`config.mk`:
```
export PLATFORM = sky130hd
export DESIGN_NAME = bcor_top
export DESIGN_NICKNAME = d
export VERILOG_FILES = /design/src/bcor_pkg.sv /design/src/bcor_edge.sv /design/src/bcor_top.sv
export SDC_FILE = /design/constraint.sdc
export NUM_CORES = 1
export LEC_CHECK = 0
export BUFFER_PORTS_ARGS = -buffer_cell sky130_fd_sc_hd__buf_2
export CAP_MARGIN = 10
export CORE_UTILIZATION = 50
export CTS_CLUSTER_DIAMETER = 200
export DETAILED_ROUTE_END_ITERATION = 7
export PLACE_DENSITY = 0.74
export SYNTH_ARGS = -nofsm -noshare
export SYNTH_HDL_FRONTEND = slang
export SYNTH_HIERARCHICAL = 1
export SYNTH_SLANG_ARGS = --single-unit
export TNS_END_PERCENT = 20
```
`constraint.sdc`:
```
create_clock -name mclk_i -period 1.95 [get_ports mclk_i]
set_input_delay 0.39 -clock mclk_i [delete_from_list [all_inputs] [get_ports mclk_i]]
set_output_delay 0.39 -clock mclk_i [all_outputs]
set_load 0.03 [all_outputs]
```
`src/bcor_pkg.sv`:
```
// Package for the binary counter with output register.
// Assumes a single 100 MHz system clock and synchronous inputs.
package bcor_pkg;

   // ---------------------------------------------------------------
   // Widths and values
   // ---------------------------------------------------------------
   localparam int unsigned CNT_W    = 8;
   localparam logic [7:0]  CNT_ZERO = 8'h00;
   localparam logic [7:0]  CNT_ONE  = 8'h01;
   localparam logic [7:0]  CNT_MAX  = 8'hFF;
   localparam logic [7:0]  REG_RST  = 8'h00;

   // ---------------------------------------------------------------
   // Types
   // ---------------------------------------------------------------
   typedef struct packed {
      logic       counter_clock;
      logic       rclk;
      logic       clear_n;
      logic       cen_n;
      logic       oe_n;
   } bcor_ctl_t;

   typedef struct packed {
      logic [7:0] q;
      logic [7:0] q_oe;
      logic       carry_n;
   } bcor_out_t;

endpackage : bcor_pkg

```
`src/bcor_edge.sv`:
```
// Rising-edge detector for an input strobe sampled on the system clock.
// Assumes the input is already synchronous to mclk_i.
`timescale 1ns/1ps
module bcor_edge (
   // Clock and reset
   input  wire logic mclk_i,
   input  wire logic srst_i,
   // Strobe
   input  wire logic lvl_i,
   output logic      rise_o
);
   typedef struct packed {
      logic prev;
   } bcor_edge_st_t;

   bcor_edge_st_t st_q;
   bcor_edge_st_t st_d;

   always_comb begin
      st_d      = st_q;
      st_d.prev = lvl_i;
   end

   always_ff @(posedge mclk_i) begin
      if (srst_i) begin
         st_q <= '0;
      end else begin
         st_q <= st_d;
      end
   end

   assign rise_o = lvl_i & ~st_q.prev;
endmodule : bcor_edge

```
`src/bcor_top.sv`:
```
// Contract
// [RULE1] Eight-bit up-counter feeds eight-bit storage register.
// [RULE2] Counter and register use separate clock strobes.
// [RULE3] Advance and load only on rising edges.
// [RULE4] Clear low zeroes counter at once.
// [RULE5] Count only while count enable is low.
// [RULE6] Enable change alone never increments the count.
// [RULE7] Register captures count from before same edge.
// [RULE8] First count after clear is one.
// [RULE9] Outputs tristate; register contents kept meanwhile.
// [RULE10] Counter keeps counting while outputs disabled.
// [RULE11] Register edge loads current count value.
// [RULE12] Counter rolls from maximum to zero.
// [RULE13] Ripple carry output provided for cascading.
// [RULE14] Longer chains route carry to next clock.
// [RULE15] Carry low at max count with enable.
// [RULE16] Output enable active low; high means tristate.
//
// Top of the binary counter with output register.
// The device clocks are strobes sampled on mclk_i; edges are detected here.
`timescale 1ns/1ps
module bcor_top (
   // Clock and reset
   input  wire logic       mclk_i,
   input  wire logic       srst_i,
   // Control pins
   input  wire logic       counter_clock_i,
   input  wire logic       register_clock_i,
   input  wire logic       counter_clear_n_i,
   input  wire logic       count_enable_n_i,
   input  wire logic       output_enable_n_i,
   // Parallel outputs and carry
   output logic [7:0]      q_o,
   output logic [7:0]      q_oe_o,
   output logic            carry_out_n_o
);

   // ---------------------------------------------------------------
   // State
   // ---------------------------------------------------------------
   typedef struct packed {
      logic [7:0] count;
      logic [7:0] store;
      logic [7:0] q;
      logic [7:0] q_oe;
      logic       carry_n;
   } bcor_st_t;

   bcor_st_t st_q;
   bcor_st_t st_d;
   logic     counter_clock_rise;
   logic     rclk_rise;
   logic [7:0] count_next;

   function automatic logic [7:0] bcor_inc(input logic [7:0] v);
      bcor_inc = v + 8'h01;
   endfunction : bcor_inc

   // ---------------------------------------------------------------
   // Edge detection
   // ---------------------------------------------------------------
   // Each clock strobe has its own detector so neither stage sees the other.
   bcor_edge u_counter_clock_edge ( // RULE2
      .mclk_i (mclk_i),
      .srst_i (srst_i),
      .lvl_i  (counter_clock_i),
      .rise_o (counter_clock_rise)
   );

   bcor_edge u_rclk_edge (
      .mclk_i (mclk_i),
      .srst_i (srst_i),
      .lvl_i  (register_clock_i),
      .rise_o (rclk_rise)
   );

   // ---------------------------------------------------------------
   // Next state
   // ---------------------------------------------------------------
   always_comb begin
      st_d       = st_q;
      count_next = st_q.count;
      // Only a counter clock edge may advance; the enable is a qualifier.
      if (counter_clock_rise && !count_enable_n_i) begin // RULE3 RULE5 RULE6
         count_next = bcor_inc(st_q.count); // RULE1 RULE12
      end
      // Clear dominates any edge in the same cycle and holds while low.
      if (!counter_clear_n_i) begin // RULE4 RULE8
         count_next = bcor_pkg::CNT_ZERO;
      end
      st_d.count = count_next; // RULE10
      // The register takes the old count, so tied clocks lag by one.
      if (rclk_rise) begin // RULE7 RULE11
         st_d.store = st_q.count;
      end
      // Drivers follow the stored value; disabling leaves the store alone.
      st_d.q    = st_d.store; // RULE9
      st_d.q_oe = output_enable_n_i ? 8'h00 : 8'hFF; // RULE16
      // Carry is a level on the next count and enable, so it never lags.
      st_d.carry_n = !((count_next == bcor_pkg::CNT_MAX) && !count_enable_n_i
                       && counter_clear_n_i); // RULE13 RULE15
   end

   // ---------------------------------------------------------------
   // Registers
   // ---------------------------------------------------------------
   // No power-on reset exists in the part; srst_i gives a known start.
   always_ff @(posedge mclk_i) begin
      if (srst_i) begin
         st_q.count   <= bcor_pkg::CNT_ZERO;
         st_q.store   <= bcor_pkg::REG_RST;
         st_q.q       <= bcor_pkg::REG_RST;
         st_q.q_oe    <= 8'h00;
         st_q.carry_n <= 1'b1;
      end else begin
         st_q <= st_d;
      end
   end

   assign q_o           = st_q.q;
   assign q_oe_o        = st_q.q_oe;
   assign carry_out_n_o = st_q.carry_n;

   // ---------------------------------------------------------------
   // Checks
   // ---------------------------------------------------------------
   chk_clear_zero: assert property (@(posedge mclk_i) disable iff (srst_i) // RULE4
      !srst_i && !counter_clear_n_i |=> st_q.count == 8'h00)
      else $error("count not zero after clear");

   chk_count_step: assert property (@(posedge mclk_i) disable iff (srst_i) // RULE5
      (!srst_i && counter_clock_rise && !count_enable_n_i && counter_clear_n_i)
      |=> st_q.count == $past(st_q.count) + 8'h01)
      else $error("count did not advance");

   chk_count_hold: assert property (@(posedge mclk_i) disable iff (srst_i) // RULE6
      !srst_i && (!counter_clock_rise || count_enable_n_i) && counter_clear_n_i
      |=> st_q.count == $past(st_q.count))
      else $error("count changed without an enabled edge");

   chk_store_old: assert property (@(posedge mclk_i) disable iff (srst_i) // RULE7
      !srst_i && rclk_rise |=> st_q.store == $past(st_q.count))
      else $error("register did not take the prior count");

   chk_store_hold: assert property (@(posedge mclk_i) disable iff (srst_i) // RULE9
      !srst_i && !rclk_rise |=> st_q.store == $past(st_q.store))
      else $error("register changed without its edge");

   chk_out_data: assert property (@(posedge mclk_i) disable iff (srst_i) // RULE11
      !srst_i && rclk_rise |=> ##1 q_o == $past(st_q.count, 2))
      else $error("outputs do not show loaded count");

   chk_oe_level: assert property (@(posedge mclk_i) disable iff (srst_i) // RULE16
      !srst_i |=> q_oe_o == ($past(output_enable_n_i) ? 8'h00 : 8'hFF))
      else $error("output enable wrong");

   chk_roll_over: assert property (@(posedge mclk_i) disable iff (srst_i) // RULE12
      (!srst_i && st_q.count == 8'hFF && counter_clock_rise && !count_enable_n_i
       && counter_clear_n_i)
      |=> st_q.count == 8'h00)
      else $error("counter did not roll over");

   chk_carry_max: assert property (@(posedge mclk_i) disable iff (srst_i) // RULE15
      !srst_i |=> carry_out_n_o == !(st_q.count == 8'hFF && $past(!count_enable_n_i)
                             && $past(counter_clear_n_i)))
      else $error("carry out wrong");

   cov_first_count: cover property (@(posedge mclk_i) disable iff (srst_i)
      !counter_clear_n_i ##1 (counter_clock_rise && !count_enable_n_i) ##1 st_q.count == 8'h01);
   cov_tied_clocks: cover property (@(posedge mclk_i) disable iff (srst_i)
      counter_clock_rise && rclk_rise && !count_enable_n_i);
   cov_roll: cover property (@(posedge mclk_i) disable iff (srst_i)
      st_q.count == 8'hFF ##1 st_q.count == 8'h00);
   cov_carry: cover property (@(posedge mclk_i) disable iff (srst_i) !carry_out_n_o);

endmodule : bcor_top

```
# Yosys cells after proc, flatten, opt, wreduce, memory -nomap -nowiden
# Cells that the tools add are included.
# word_totals
register_bits	27
in_bits	7
elab_cells	21
# classes
add_sub_neg	1
eq_ne	1
muxes	4
n_bitwise	4
n_reduce_logical	5
# ops
operator	n
2-to-1 mux 8 bit	4
adder 8 x 1 -> 8 bit (second input constant)	1
== test 8 bit (second input constant)	1
logical AND 1 bit	3
AND 1 bit	2
zero test 1 bit	2
NOT 1 bit	2

# Logic depth before layout (Yosys ltp)
# logic_depth
ltp_word	9
depth_mapped	6

# Hierarchy
# The synthesis kept the hierarchy.
# modules_own_cells
mod	instances	cells_each	area_each_um2
bcor_top	1	85	839.6
bcor_edge	2	3	47.5

# Least setup slack after synthesis
# Ideal clock, no wire load.
# synth_path
path_type	reg-to-reg
startpoint	reg st_q[25] (netlist name)
endpoint	reg st_q, in the netlist carry_out_n_o
setup_ns	0.137
arrival_ns	1.233
required_ns	1.813
setup_slack_ns	0.580
stages_incl_launch_ff	6
cell_sequence	dfxtp_1 > ha_1 > nand3b_1 > xor2_1 > nor3_1 > o2111ai_2
# synth_via
elab_chain_cells	7
# synth_rtl
element	line	text
from (decl)	bcor_top.sv:49	bcor_st_t st_q;
from (signal assigned)	bcor_top.sv:116	st_q <= st_d;
adder 8 x 1 -> 8 bit	bcor_top.sv:56	bcor_inc = v + 8'h01;
2-to-1 mux 8 bit (*)	bcor_top.sv:84	if (counter_clock_rise && !count_enable_n_i) begin
2-to-1 mux 8 bit (*)	bcor_top.sv:88	if (!counter_clear_n_i) begin
== test 8 bit (*)	bcor_top.sv:100	st_d.carry_n = !((count_next == bcor_pkg::CNT_MAX) && !count_enable_n_i
logical AND 1 bit (*)	bcor_top.sv:100	
logical AND 1 bit (*)	bcor_top.sv:101	&& counter_clear_n_i);
zero test 1 bit (*)	bcor_top.sv:100	
# Mark *: on every way between the ends. The rest lies on a longest branch, timed or not.
# A chain may end at the register's enable or synchronous reset.

# Worst setup path after layout
# Ends and elaborated chain as after synthesis.

==> results.json <==
{
  "numCtsBuffers": 3,
  "r2r-end": "carry_out_n_o",
  "rows": 15,
  "status": "complete, no violations",
  "ant_nets": 0,
  "syn-cell-area_um2": 935,
  "drt-initial-drc-count": 1,
  "post-dp-hpwl_mm": 1.13,
  "worst_slew_pin_slew_ns": 0.327,
  "ff2ff_setup_slack_ns": 0.44,
  "rsz0062_at_grt": "no",
  "cts_tree": "built",
  "final_max_slew_viol_count": 0,
  "mappedNetlistNets": 99,
  "finalCritPeriodShare_pct": 77.4,
  "crit_type": "flip-flop to flip-flop",
  "synth.distinct_cells": 29,
  "r2r_cells": 5,
  "finalPower_mw": 0.719,
  "cts_setup_buffers": 0,
  "timing.max_cap.violations": 0,
  "synth_seq_cells": 20,
  "worst-path-buf-inv": 0,
  "netlist.area_leader.share_pct": 42.8,
  "hold_class": "input pin to flip-flop",
  "grt_max_degree": 13,
  "grtUsageTotal_pct": 16.6,
  "clock-root-buffer": "clkbuf_4",
  "crit_slowest_cell": "dfxtp_1",
  "cts_resized": 0,
  "nets": 115,
  "critPathTopFamily": "flip-flops",
  "cp_cell_sequence": "ha_1, nand3b_1, xor2_1, nor3_1, o2111ai_2",
  "clockBufferDepth": 2,
  "fp.dieH_um": 45.2,
  "cp.required_ns": 2.13,
  "synth_compound_area_share_pct": 3.21,
  "clk_pin_slew_worst_paths_ns": 0.11,
  "synth.avg_cell_area_um2": 10.3,
  "synth_adder_area_share_pct": 1.34,
  "finalSetupViolCount": 0,
  "grt.overflow.total": 0,
  "syn_inst": 91,
  "relSlewSlack_pct": 78.2,
  "drc": 0,
  "grt_pass1_wl_mm": 2.44,
  "ys_seq_area_share_pct": 42.8,
  "dr.pass1.iters": 3,
  "synth_top_family_by_area": "simple AND/OR/NAND/NOR gates",
  "ioPinCount": 24,
  "design_area_mm2": 0.00104,
  "period_minus_slack_ns": 1.51,
  "place_congestion": 0.739,
  "synth_area_leaders": "dfxtp_1 43%, mux2i_1 9.6%, buf_4 6.4%, nor2_1 6.0%, nor2b_4 5.9%",
  "p_leak_nw": 0.464,
  "via_count": 640,
  "finalHoldViolations": 0,
  "min_to": "q_oe_o[6]",
  "dieArea_mm2": 0.00205,
  "end_kind": "flip-flop",
  "area_delta_synth_final_pct": 11.1,
  "wl_per_cell_um": 11.4,
  "clk_latency_ns": 0.29,
  "die_w_um": 45.2,
  "synthMuxAreaShare_pct": 9.64,
  "arrival_ns": 1.69,
  "dpl-instance-area_mm2": 0.00100,
  "holdPathStages": 2,
  "grt_pass1_vias": 538,
  "clock_sinks": 20,
  "core_area_mm2": 0.00175,
  "slowest_delay_ns": 0.47,
  "reg2reg_from": "st_q[25]",
  "finalClockSkew_ns": 0.00373,
  "max_freq_mhz": 662,
  "portBuffers": 23,
  "yosys_warnings": 6,
  "tns_ns": 0,
  "wirelength_mm": 1.50,
  "crit_fanout": 6,
  "synthSimpleGateAreaFrac_pct": 26.2,
  "start_util_pct": 53.5,
  "p_per_area_mw_per_mm2": 693,
  "synth-xor-area-share_pct": 8.30,
  "fillers": 172,
  "critPathLaunchType": "flip-flop",
  "holdBufCountCts": 0,
  "drive_gt1_share_pct": 34.9,
  "peakVddDrop_mv": 0.502,
  "netlist.top_cell.by_area": "dfxtp_1",
  "h-tree-depth": 1,
  "antenna_found_initial": 0,
  "hold_start": "output_enable_n_i",
  "diodes": 0,
  "vias_per_cell": 4.89
}
per-stage QoR:
step | setup WS [ns] | hold WS, ns | cells | utilization (%)
floorplan | 0.580 | 0.454 | 91 | -
global placement | 0.414 | 0.472 | 127 | 57.4
detailed placement | 0.406 | 0.482 | 127 | 57.4
CTS | 0.424 | 0.228 | 131 | 59.5
global route | 0.348 | 0.225 | 131 | 59.5
finish | 0.440 | 0.237 | 131 | 59.5
cell type report:
class                      count  area (um^2)  area share [%]
multi-input combinational     59          455            43.9
sequential                    20          400            38.6
timing repair buffer          23          115            11.1
clock buffer                   4         36.3            3.49
tap                           25         31.3            3.01
power breakdown:
part,internal (mW),switching [mW],leakage [nW]
Sequential,0.413,0.00476,0.162
Clock,0.114,0.119,0.0210
Combinational,0.0265,0.0424,0.281
state kept, by name (all words and copies together) (netlist names):
register and flops:
carry_out_n_o 1, q_o 8, q_oe_o 1, st_q 8, u_counter_clock_edge/st_q 1, u_rclk_edge/st_q 1
worst max path at each step:
stage | end | slack [ns] | depth (start not counted) | startpoint
finish | carry_out_n_o | 0.44 | 5 | st_q[25]
CTS | carry_out_n_o | 0.42 | 5 | st_q[25]
global placement | carry_out_n_o | 0.41 | 6 | counter_clock_i
global route | carry_out_n_o | 0.35 | 5 | st_q[25]
floorplan | carry_out_n_o | 0.58 | 5 | st_q[25]
detailed placement | carry_out_n_o | 0.41 | 6 | counter_clock_i
per-layer routing:
metal | global-route usage, % | part of all wire (%) | vias up
met5 | 0 | 0 | -
met4 | 9.09 | 1.0 | 0
met3 | 2.40 | 3.5 | 2
met2 | 26.1 | 46 | 17
met1 | 21.8 | 50 | 293
li1 | - | - | 328
cell usage in the layout (no fill, tap or decap), drive strengths merged:
cell type / n
dfxtp: 20
xor2: 5
o211ai: 1
ha: 1
o31ai: 1
nand4: 2
nand2: 1
o2111ai: 1
and3: 3
and2b: 1
and2: 1
buf: 23
nor2: 16
nand3b: 1
nand2b: 1
nand3: 3
nand4b: 2
nor2b: 5
clkbuf: 4
and4: 1
xnor2: 3
mux2i: 9
nor3: 1
cells by family after synthesis:
group	count (synthesis)
AO/OA/AOI/OAI	3
adder cells (fa/ha/maj)	1
multiplexers	9
AND/OR/NAND/NOR	38
buffers and inverters	12
flip-flops	20
XOR/XNOR	8
cells in the mapped netlist (all sizes together):
cell,n
nand3b,1
nand2,1
and4,1
nor2,16
nand4b,2
nor2b,5
and2,1
nand3,3
o31ai,1
ha,1
dfxtp,20
xnor2,3
nor3,1
nand2b,1
nand4,2
and2b,1
o211ai,1
and3,3
o2111ai,1
buf,11
xor2,5
clkbuf,1
mux2i,9
worst register-to-register path, stage by stage (launching register included):
cell	delay, ns
dfxtp_1	0.47
ha_1	0.28
nand3b_1	0.11
xor2_1	0.16
nor3_1	0.24
o2111ai_2	0.14
No activity file was read; power rests on OpenSTA's default activity.
